==> config.mk <==
export PLATFORM = sky130hd
export DESIGN_NAME = npc_port_ctrl
export DESIGN_NICKNAME = d
export VERILOG_FILES = /design/src/design/npc_sync3.v /design/src/design/npc_strap.v /design/src/design/npc_port_ctrl.v
export VERILOG_INCLUDE_DIRS = /design/src /design/src/common
export SDC_FILE = /design/constraint.sdc
export NUM_CORES = 1
export LEC_CHECK = 0
export BUFFER_PORTS_ARGS = -buffer_cell sky130_fd_sc_hd__buf_2
export CAP_MARGIN = 10
export CORE_AREA = 2 2 73 82
export DETAILED_ROUTE_END_ITERATION = 7
export DIE_AREA = 0 0 75 84
export PLACE_DENSITY = 0.86
export SKIP_LAST_GASP = 1
export SYNTH_ARGS = -nofsm -noshare
export SYNTH_HDL_FRONTEND = slang
export SYNTH_HIERARCHICAL = 1
export SYNTH_SLANG_ARGS = --single-unit
==> constraint.sdc <==
create_clock -name mclk_i -period 6.5 [get_ports mclk_i]
set_clock_uncertainty 0.05 [all_clocks]
set_input_delay 1.3 -clock mclk_i [delete_from_list [all_inputs] [get_ports mclk_i]]
set_output_delay 1.3 -clock mclk_i [all_outputs]
set_load 0.1 [all_outputs]
==> src/common/npc_defines.vh <==
// Constants and field layout for the memory port control block.
// Overview of operation
// - Combined mode makes the port-zero pin a one-bit port at control bit 0.
// - Combined mode: port-zero is input when bit 4 clear, output when set.
// - Separate mode drives port-zero as an SRAM address output except in test mode.
// - Test mode entered if test-select high and strap low at reset release.
// - Test mode floats the port pins, port-zero and the data bus; memory selects and address stay driven.
// - Port pins are strobes and write enable, or SRAM address lines.
// - Combined mode maps 08XXh accesses to the stored 13-bit index.
// - Combined mode ignores the low address byte within 08XXh.
// - High index bit 4 drives memory address line 12.
// - Separate mode maps 0800h-08FFh onto the 256 bytes of the window.
// - Separate mode drives control bits 3..0 as SRAM address 11..8.
// - Sixteen windows of 256 bytes reachable without rewriting bytes.
// - Control bit 6 selects combined (0) or separate (1) mode.
// - Control bit 7 drives id_read_en_o, default off; reads of 0C01h return the ID regardless of it.
// - Combined mode: high index write strobes five bits onto the external data bus.
// - Combined mode: low index write strobes eight bits onto the external data bus.
`ifndef NPC_DEFINES_VH
`define NPC_DEFINES_VH
`define NPC_ADDR_CTRL 16'h0C00
`define NPC_ADDR_IDXH 16'h0C01
`define NPC_ADDR_IDXL 16'h0C08
`define NPC_WIN_PAGE 8'h08
`define NPC_BIT_PORT 0
`define NPC_BIT_DIR 4
`define NPC_BIT_MODE 6
`define NPC_BIT_IDEN 7
`define NPC_CTRL_RST 8'h00
`define NPC_CTRL_WMASK 8'hDF
`define NPC_REV_ID 8'h01
`define NPC_STRAP_WAIT 3'h4
`endif

==> src/design/npc_sync3.v <==
// Three-stage input synchroniser with agreement filter.
`timescale 1ns/10ps
module npc_sync3 (
   input wire mclk_i,
   input wire arst_n_i,
   input wire d_i,
   output reg q_o
);
   reg s1_ff;
   reg s2_ff;
   reg s3_ff;
   always @(posedge mclk_i or negedge arst_n_i) begin
      if (!arst_n_i) begin
         s1_ff <= 1'b1;
         s2_ff <= 1'b1;
         s3_ff <= 1'b1;
         q_o <= 1'b1;
      end else begin
         s1_ff <= d_i;
         s2_ff <= s1_ff;
         s3_ff <= s2_ff;
         // Only a level that held for two samples is accepted.
         if (s2_ff == s3_ff) begin
            q_o <= s3_ff;
         end
      end
   end
endmodule

==> src/design/npc_strap.v <==
// Test-mode strap capture at reset release.
`timescale 1ns/10ps
`include "npc_defines.vh"
module npc_strap (
   input wire mclk_i,
   input wire arst_n_i,
   input wire tsel_i,
   input wire tmod_n_i,
   output reg test_mode_o
);
   reg done_ff;
   reg [2:0] wait_ff;
   always @(posedge mclk_i or negedge arst_n_i) begin
      if (!arst_n_i) begin
         done_ff <= 1'b0;
         wait_ff <= 3'h0;
         test_mode_o <= 1'b0;
      end else if (!done_ff) begin
         // The synchronisers restart with reset, so the straps are taken
         // only once their outputs carry the pin levels again.
         if (wait_ff == `NPC_STRAP_WAIT) begin
            done_ff <= 1'b1;
            test_mode_o <= tsel_i & ~tmod_n_i;
         end else begin
            wait_ff <= wait_ff + 3'h1;
         end
      end
   end
endmodule

==> src/design/npc_port_ctrl.v <==
// Nonvolatile memory access and port pin control.
`timescale 1ns/10ps
`include "npc_defines.vh"
module npc_port_ctrl (
   input wire mclk_i,
   input wire arst_n_i,
   input wire [15:0] io_addr_i,
   input wire io_rd_i,
   input wire io_wr_i,
   input wire [7:0] io_wdata_i,
   output reg [7:0] io_rdata_o,
   output reg io_rvalid_o,
   input wire [7:0] ext_data_i,
   output reg [7:0] ext_data_o,
   output reg ext_data_oe_o,
   input wire port_zero_test_select_i,
   output reg port_zero_test_select_o,
   output reg port_zero_test_select_oe_o,
   output reg rtc_strobe_one_port_one_o,
   output reg rtc_strobe_zero_port_two_o,
   output reg nvm_write_enable_port_three_o,
   output reg pins_oe_o,
   output reg [7:0] nvm_addr_low_o,
   output reg nvm_addr_a12_o,
   output reg nvm_cs_n_o,
   output reg nvm_oe_n_o,
   input wire keyboard_select_test_strap_i,
   output reg id_read_en_o,
   output reg test_mode_o
);
   localparam ST_IDLE = 3'b001;
   localparam ST_ACC = 3'b010;
   localparam ST_END = 3'b100;

   reg [7:0] ctrl_ff;
   reg [4:0] idx_hi_ff;
   reg [7:0] idx_lo_ff;
   reg [2:0] st_ff;
   reg [2:0] nxt_st;
   reg acc_wr_ff;
   reg data_hold_ff;
   reg [2:0] strb_ff;
   wire pin_sync;
   wire tsel_sync;
   wire tmod_sync;
   wire test_mode;
   wire sep_mode;
   wire dir_out;
   wire win_hit;

   function is_addr;
      input [15:0] a;
      input [15:0] ref_a;
      begin
         is_addr = (a == ref_a);
      end
   endfunction

   npc_sync3 u_sync_pin (
      .mclk_i(mclk_i),
      .arst_n_i(arst_n_i),
      .d_i(port_zero_test_select_i),
      .q_o(pin_sync)
   );
   npc_sync3 u_sync_strap (
      .mclk_i(mclk_i),
      .arst_n_i(arst_n_i),
      .d_i(keyboard_select_test_strap_i),
      .q_o(tmod_sync)
   );
   assign tsel_sync = pin_sync;

   npc_strap u_strap (
      .mclk_i(mclk_i),
      .arst_n_i(arst_n_i),
      .tsel_i(tsel_sync),
      .tmod_n_i(tmod_sync),
      .test_mode_o(test_mode)
   );

   assign sep_mode = ctrl_ff[`NPC_BIT_MODE];
   assign dir_out = ctrl_ff[`NPC_BIT_DIR];
   // Any low byte hits: the page alone is the chip select.
   assign win_hit = (io_addr_i[15:8] == `NPC_WIN_PAGE);

   // Register writes; bit 5 has no storage effect.
   always @(posedge mclk_i or negedge arst_n_i) begin
      if (!arst_n_i) begin
         ctrl_ff <= `NPC_CTRL_RST;
         idx_hi_ff <= 5'h00;
         idx_lo_ff <= 8'h00;
      end else if (io_wr_i && st_ff == ST_IDLE) begin
         if (is_addr(io_addr_i, `NPC_ADDR_CTRL)) begin
            ctrl_ff <= io_wdata_i & `NPC_CTRL_WMASK;
         end
         if (is_addr(io_addr_i, `NPC_ADDR_IDXH)) begin
            idx_hi_ff <= io_wdata_i[4:0];
         end
         if (is_addr(io_addr_i, `NPC_ADDR_IDXL)) begin
            idx_lo_ff <= io_wdata_i;
         end
      end
   end

   // Access sequencer: one strobe cycle, then a recovery cycle.
   always @* begin
      case (st_ff)
         ST_IDLE: begin
            if ((io_rd_i || io_wr_i) && win_hit) begin
               nxt_st = ST_ACC;
            end else begin
               nxt_st = ST_IDLE;
            end
         end
         ST_ACC: nxt_st = ST_END;
         ST_END: nxt_st = ST_IDLE;
         default: nxt_st = ST_IDLE;
      endcase
   end

   always @(posedge mclk_i or negedge arst_n_i) begin
      if (!arst_n_i) begin
         st_ff <= ST_IDLE;
         acc_wr_ff <= 1'b0;
         data_hold_ff <= 1'b0;
         strb_ff <= 3'b111;
         nvm_cs_n_o <= 1'b1;
         nvm_oe_n_o <= 1'b1;
         ext_data_o <= 8'h00;
         ext_data_oe_o <= 1'b0;
         io_rdata_o <= 8'h00;
         io_rvalid_o <= 1'b0;
         nvm_addr_low_o <= 8'h00;
         nvm_addr_a12_o <= 1'b0;
      end else begin
         st_ff <= nxt_st;
         io_rvalid_o <= 1'b0;
         strb_ff <= 3'b111;
         // Data stays driven through the strobe cycle that latches it.
         ext_data_oe_o <= data_hold_ff;
         data_hold_ff <= 1'b0;
         nvm_cs_n_o <= 1'b1;
         nvm_oe_n_o <= 1'b1;
         nvm_addr_a12_o <= idx_hi_ff[4];
         if (st_ff == ST_IDLE && io_wr_i && !sep_mode) begin
            // Index writes are passed to the clock chip at once.
            if (is_addr(io_addr_i, `NPC_ADDR_IDXH)) begin
               ext_data_o <= {3'b000, io_wdata_i[4:0]};
               ext_data_oe_o <= 1'b1;
               data_hold_ff <= 1'b1;
               strb_ff[0] <= 1'b0;
            end
            if (is_addr(io_addr_i, `NPC_ADDR_IDXL)) begin
               ext_data_o <= io_wdata_i;
               ext_data_oe_o <= 1'b1;
               data_hold_ff <= 1'b1;
               strb_ff[1] <= 1'b0;
            end
         end
         if (nxt_st == ST_ACC) begin
            acc_wr_ff <= io_wr_i;
            nvm_addr_low_o <= io_addr_i[7:0];
            nvm_cs_n_o <= 1'b0;
            nvm_oe_n_o <= io_wr_i;
            ext_data_o <= io_wdata_i;
            ext_data_oe_o <= io_wr_i;
            data_hold_ff <= io_wr_i;
            strb_ff[2] <= ~io_wr_i;
         end
         if (st_ff == ST_ACC && !acc_wr_ff) begin
            io_rdata_o <= ext_data_i;
            io_rvalid_o <= 1'b1;
         end
         if (st_ff == ST_IDLE && io_rd_i && !win_hit) begin
            io_rvalid_o <= 1'b1;
            if (is_addr(io_addr_i, `NPC_ADDR_CTRL)) begin
               // Input direction reports the pin, else the stored bit.
               io_rdata_o <= {ctrl_ff[7:1], (sep_mode || dir_out) ?
                  ctrl_ff[`NPC_BIT_PORT] : pin_sync};
            end else if (is_addr(io_addr_i, `NPC_ADDR_IDXH)) begin
               io_rdata_o <= `NPC_REV_ID;
            end else begin
               io_rdata_o <= 8'h00;
            end
         end
         if (test_mode) begin
            ext_data_oe_o <= 1'b0;
         end
      end
   end

   // Pin muxing; registered so each output is a flip-flop.
   always @(posedge mclk_i or negedge arst_n_i) begin
      if (!arst_n_i) begin
         port_zero_test_select_o <= 1'b0;
         port_zero_test_select_oe_o <= 1'b0;
         rtc_strobe_one_port_one_o <= 1'b1;
         rtc_strobe_zero_port_two_o <= 1'b1;
         nvm_write_enable_port_three_o <= 1'b1;
         pins_oe_o <= 1'b0;
         id_read_en_o <= 1'b0;
         test_mode_o <= 1'b0;
      end else begin
         test_mode_o <= test_mode;
         id_read_en_o <= ctrl_ff[`NPC_BIT_IDEN];
         pins_oe_o <= ~test_mode;
         port_zero_test_select_o <= ctrl_ff[`NPC_BIT_PORT];
         port_zero_test_select_oe_o <= ~test_mode &
            (sep_mode | dir_out);
         if (sep_mode) begin
            rtc_strobe_one_port_one_o <= ctrl_ff[1];
            rtc_strobe_zero_port_two_o <= ctrl_ff[2];
            nvm_write_enable_port_three_o <= ctrl_ff[3];
         end else begin
            rtc_strobe_one_port_one_o <= strb_ff[0];
            rtc_strobe_zero_port_two_o <= strb_ff[1];
            nvm_write_enable_port_three_o <= strb_ff[2];
         end
      end
   end
endmodule

== Word level (Yosys, flattened, before mapping) ==
Cells that the tools add are included.

* Bits in registers: 70
* Input port bits: 38
* Output and inout bits: 37
* Logic and storage cells: 104

* $add $sub $neg: 1
* Equal/unequal tests: 10
* Mux-type cells: 33
* Bitwise operators: 8
* Reductions and logical operators: 19

{| class="wikitable"
|+ Operators by type and width
! cell !! count
|-
| $mux 8 || 7
|-
| $eq 16x12->1 const B || 3
|-
| $mux 1 || 23
|-
| $reduce_and 2->1 || 5
|-
| $eq 8x4->1 const B || 1
|-
| $eq 3x2->1 const B || 2
|-
| $logic_and 1x1->1 || 6
|-
| $pmux 3 s2 || 1
|-
| $not 1->1 || 5
|-
| $mux 2 || 2
|-
| $reduce_bool 2->1 || 2
|-
| $add 3x1->3 const B || 1
|-
| $eq 3x1->1 const B || 1
|-
| $eq 3x3->1 const B || 1
|-
| $logic_not 1->1 || 3
|-
| $reduce_bool 3->1 || 1
|-
| $and 1x1->1 || 2
|-
| $eq 1x1->1 || 2
|-
| $logic_or 1x1->1 || 2
|-
| $or 1x1->1 || 1
|}

== Longest topological paths before layout ==
* Word-level depth: 7
* Gate-level depth with buffers: 7

== Modules after synthesis ==
The synthesis kept the hierarchy.

{| class="wikitable"
|+ Modules (own cells, without submodules)
! module !! instances !! cells an instance !! area each (sq um)
|-
| npc_port_ctrl || 1 || 179 || 2154.6
|-
| npc_strap || 1 || 19 || 246.5
|-
| npc_sync3 || 2 || 5 || 116.4
|}

== Least setup slack after synthesis ==
OpenSTA, ideal clock, no wires.

* Kind: in2reg
* Start point: in io_addr_i[13]
* End point: reg ctrl_ff[0]
* Library setup time: 0.125 ns
* Arrival: 3.075 ns
* Slack: 3.250 ns
* Stages: 6
* Path through: or4_4 buf_6 nand4b_4 or4b_1 buf_6 mux2_4

* Longest elaborated chain between the ends: 2

{| class="wikitable"
|+ Ends and longest elaborated chain
! what !! RTL line !! RTL
|-
| start, declared || npc_port_ctrl.v:7 || <nowiki>input wire [15:0] io_addr_i,</nowiki>
|-
| $eq 16x12->1 || npc_port_ctrl.v:55 || <nowiki>is_addr = (a == ref_a);</nowiki>
|-
| $reduce_and 2->1 (no source line) || -- ||
|-
| end signal, assigned || npc_port_ctrl.v:89 || <nowiki>ctrl_ff <= `NPC_CTRL_RST;</nowiki>
|-
| end signal, assigned || npc_port_ctrl.v:94 || <nowiki>ctrl_ff <= io_wdata_i & `NPC_CTRL_WMASK;</nowiki>
|-
| end, declared || npc_port_ctrl.v:35 || <nowiki>reg [7:0] ctrl_ff;</nowiki>
|}

No other way between the ends.
A chain may end at the register's enable or synchronous reset.

== Worst setup path in the final report ==
* Start point: in io_wr_i
* End point: reg ext_data_o[2]

* Longest elaborated chain between the ends: 7
* Elaborated cells between the ends (all ways): 11
* Classes of those cells: 1 x eq/ne; 3 x mux; 7 x reduce/logical

{| class="wikitable"
|+ Ends and longest elaborated chain
! what !! RTL line !! RTL
|-
| start, declared || npc_port_ctrl.v:9 || <nowiki>input wire io_wr_i,</nowiki>
|-
| $logic_or 1x1->1 (*) || npc_port_ctrl.v:109 || <nowiki>if ((io_rd_i || io_wr_i) && win_hit) begin</nowiki>
|-
| $logic_and 1x1->1 (*) || npc_port_ctrl.v:109 ||
|-
| $mux 2 (*) || npc_port_ctrl.v:109 ||
|-
| $pmux 3 s2 (*) || npc_port_ctrl.v:107 || <nowiki>case (st_ff)</nowiki>
|-
| net nxt_st[1] || npc_port_ctrl.v:39 || <nowiki>reg [2:0] nxt_st;</nowiki>
|-
| $eq 3x2->1 (*) || npc_port_ctrl.v:160 || <nowiki>if (nxt_st == ST_ACC) begin</nowiki>
|-
| $reduce_bool 3->1 (no source line) / $reduce_bool 2->1 (equally long branches) || -- ||
|-
| $reduce_and 2->1 (no source line) || -- ||
|-
| end signal, assigned || npc_port_ctrl.v:148 || <nowiki>ext_data_o <= {3'b000, io_wdata_i[4:0]};</nowiki>
|-
| end signal, assigned || npc_port_ctrl.v:154 || <nowiki>ext_data_o <= io_wdata_i;</nowiki>
|-
| end signal, assigned || npc_port_ctrl.v:165 || <nowiki>ext_data_o <= io_wdata_i;</nowiki>
|-
| end, declared || npc_port_ctrl.v:14 || <nowiki>output reg [7:0] ext_data_o,</nowiki>
|}

The timed path passes the listed nets; every way through them passes the cells marked *.

==> flow_summary.toml <==
[power_and_ir_drop]
power_density_nw_per_um2 = 274
peakVddDrop_mv = 0.148
intPower_mw = 0.626
p_sw_mw = 0.267
swShare = 0.299
p_leak_nw = 1.66
seqPwrFrac = 0.489
pwr-share-comb = 0.158
pwr-share-clk = 0.353

[global_routing]
grt_pass1_wl_um = 8640
grt.total_usage = 0.185
grt_pass1_vias = 1818
grt.overflow.total = 0
grt_start_max_net_pins = 67
antenna_found_initial = 0

[synth]
async_flop_share = 1.00
yosysTopAreaCell = "dfrtp_1"
synth_seq_area_share = 0.635
synth_edf_count = 0
syn-num-nets = 248
synthTopCellsByArea = "dfrtp_1, dfstp_2, nand2_1"
synth_common_cells = "dfrtp_1, nand2_1, dfstp_2"
synth_most_common_cell = "dfrtp_1"
synth_warnings = 6
yosys.area.top_type_share = 0.466
netlist_instances = 208
ys.flop_type = "dfrtp_1"
synth_area_per_cell_um2 = 12.7
netlist-cell-type-count = 41
ys_ff_latch = 66
netlist_area_um2 = 2630

[critical_path]
worstRegToRegCells = 5
startpoint_type = "primary input"
cp-end-kind = "flip-flop"
critPathKind = "primary input to flip-flop"
crit_arrival_ps = 3510
cp_max_fo = 12
required_ps = 6660

[die]
initial_core_util = 0.474
core_um2 = 5550
die_h_um = 84
num_io_pins = 75
dieWidth_um = 75
rows = 29
die_area_um2 = 6300

[timing]
max_freq_mhz = 299
setup_viol = 0
period_needed_ps = 3350
period_share = 0.515
worstMarginPinSlew_ps = 973
slew_headroom = 0.345
setup_tns_ps = 0
hold_viol = 0
rsz0062_at_grt = "false"
finalMaxSlewViolations = 0

[clocking]
cts_tree = "yes"
numCtsBuffers = 9
clock_latency_ps = 340
path_clk_slew_ps = 60
post_cts_buffers = 0
cts_resized = 0
clock_sinks = 66
clock_path_buffers = 2
htreeDepth = 3
cts_hold_buf = 0
cts-root-buf = "clkbuf_8"

[layout]
drive_gt1_frac = 0.454
fin_util = 0.586
nFillCells = 467
num_antenna_cells = 0
nets = 328
syn_to_final_growth_pct = 23.6
register_area_um2 = 1670
multi_input_area_um2 = 897

[route]
dr.pass1.iters = 4
wl_met2_um = 2480
drt-met1-wl_um = 2330
routedWlPerCell_um = 14.3
routed.top_layer = "met4"
drtAntennaViolNets = 0
vias = 1816
route.met3.wl_um = 336
viasPerCell = 4.91
wl_um = 5280
drt-initial-drc-count = 79
drc = 0

[place]
hpwl_um = 3840
port_buffers = 74
gp_congestion = 0.807

[outcome]
status = "completed"

[hold_path]
min_path_cells = 0
min_path_type = "flip-flop to flip-flop"

[flow_run]
max_cap_viol_count = 0
-- power groups by stage --
| stage | logic (mW) | registers, mW | clock network (mW) |
|---|---|---|---|
| detailed placement | 0.142 | 0.444 | 0 |
| CTS | 0.142 | 0.437 | 0.321 |
| global route | 0.149 | 0.439 | 0.341 |
| finish | 0.141 | 0.437 | 0.315 |
| floorplan | 0.0206 | 0.525 | 0 |
| global placement | 0.140 | 0.444 | 0 |
-- metal layers --
metal  track usage  vias to the layer above
li1              -                      878
met1         0.249                      859
met2         0.270                       66
met3        0.0592                       13
met4        0.0877                        0
met5             0                        -
-- layout by cell type, fill, tap and decap left out, types with 3 or more instances in the layout --
master / instances
a21oi_1: 6
a22o_1: 3
buf_2: 74
clkbuf_8: 12
dfrtp_1: 49
dfstp_2: 17
inv_1: 6
mux2_2: 9
mux2_4: 9
nand2_1: 38
nand2b_1: 3
nand4_1: 3
nor2_1: 14
nor4_1: 3
o21ai_0: 7
-- sequential cells by signal, indices dropped and copies added (netlist names), 3 cells and up --
signal           flops
strb_ff              3
u_strap/wait_ff      3
io_rdata_o           8
nvm_addr_low_o       8
ctrl_ff              7
ext_data_o           8
st_ff                3
-- cells by family (layout without fill, tap and decap cells) --
family | after synthesis | after routing | synth area share
and+or+nand+nor | 79 | 79 | 0.162
DFF | 66 | 66 | 0.635
AOI/OAI and AO/OA | 23 | 23 | 0.0527
muxes | 21 | 21 | 0.102
buffers and inverters | 13 | 98 | 0.0242
adders and majority gates | 4 | 4 | 0.0181
xor gates and xnor gates | 2 | 2 | 0.00665
-- critical path, stage by stage --
cell and delay (ps):
buf_2 100, nor4bb_1 180, o21ai_1 690, inv_2 220
nor2_1 620, mux2_2 410
-- stage by stage --
step / hold WS [ps] / power, mW / worst slack, ps / cell area, µm² / cells
4_1_cts: 307 / 0.900 / 3130 / 3260 / 370
3_5_place_dp: 297 / 0.586 / 2800 / 3070 / 354
2_1_floorplan: 295 / 0.546 / 3250 / 2630 / 208
6_report: 305 / 0.893 / 3150 / 3260 / 370
5_1_grt: 315 / 0.928 / 3010 / 3260 / 370
3_3_place_gp: 296 / 0.584 / 2920 / 3070 / 354
-- cell type report --
class	instances	share of cell area
Sequential cell	66	0.514
Inverter	7	0.00807
Tap cell	77	0.0296
Multi-Input combinational cell	129	0.276
Clock inverter	2	0.00384
Clock buffer	14	0.0530
Timing Repair Buffer	75	0.116
-- worst paths after layout --
path	start	slack [ps]	to
min reg2reg	u_sync_strap/s1_ff	310	u_sync_strap/s2_ff
max reg2reg	st_ff[0]	3850	io_rdata_o[4]
max in group asynchronous	arst_n_i	4800	nvm_addr_low_o[4]
max	io_wr_i	3150	ext_data_o[2]
min	u_sync_strap/s1_ff	310	u_sync_strap/s2_ff
min in group asynchronous	arst_n_i	1060	io_rdata_o[2]
No activity file was read; power rests on OpenSTA's default activity.
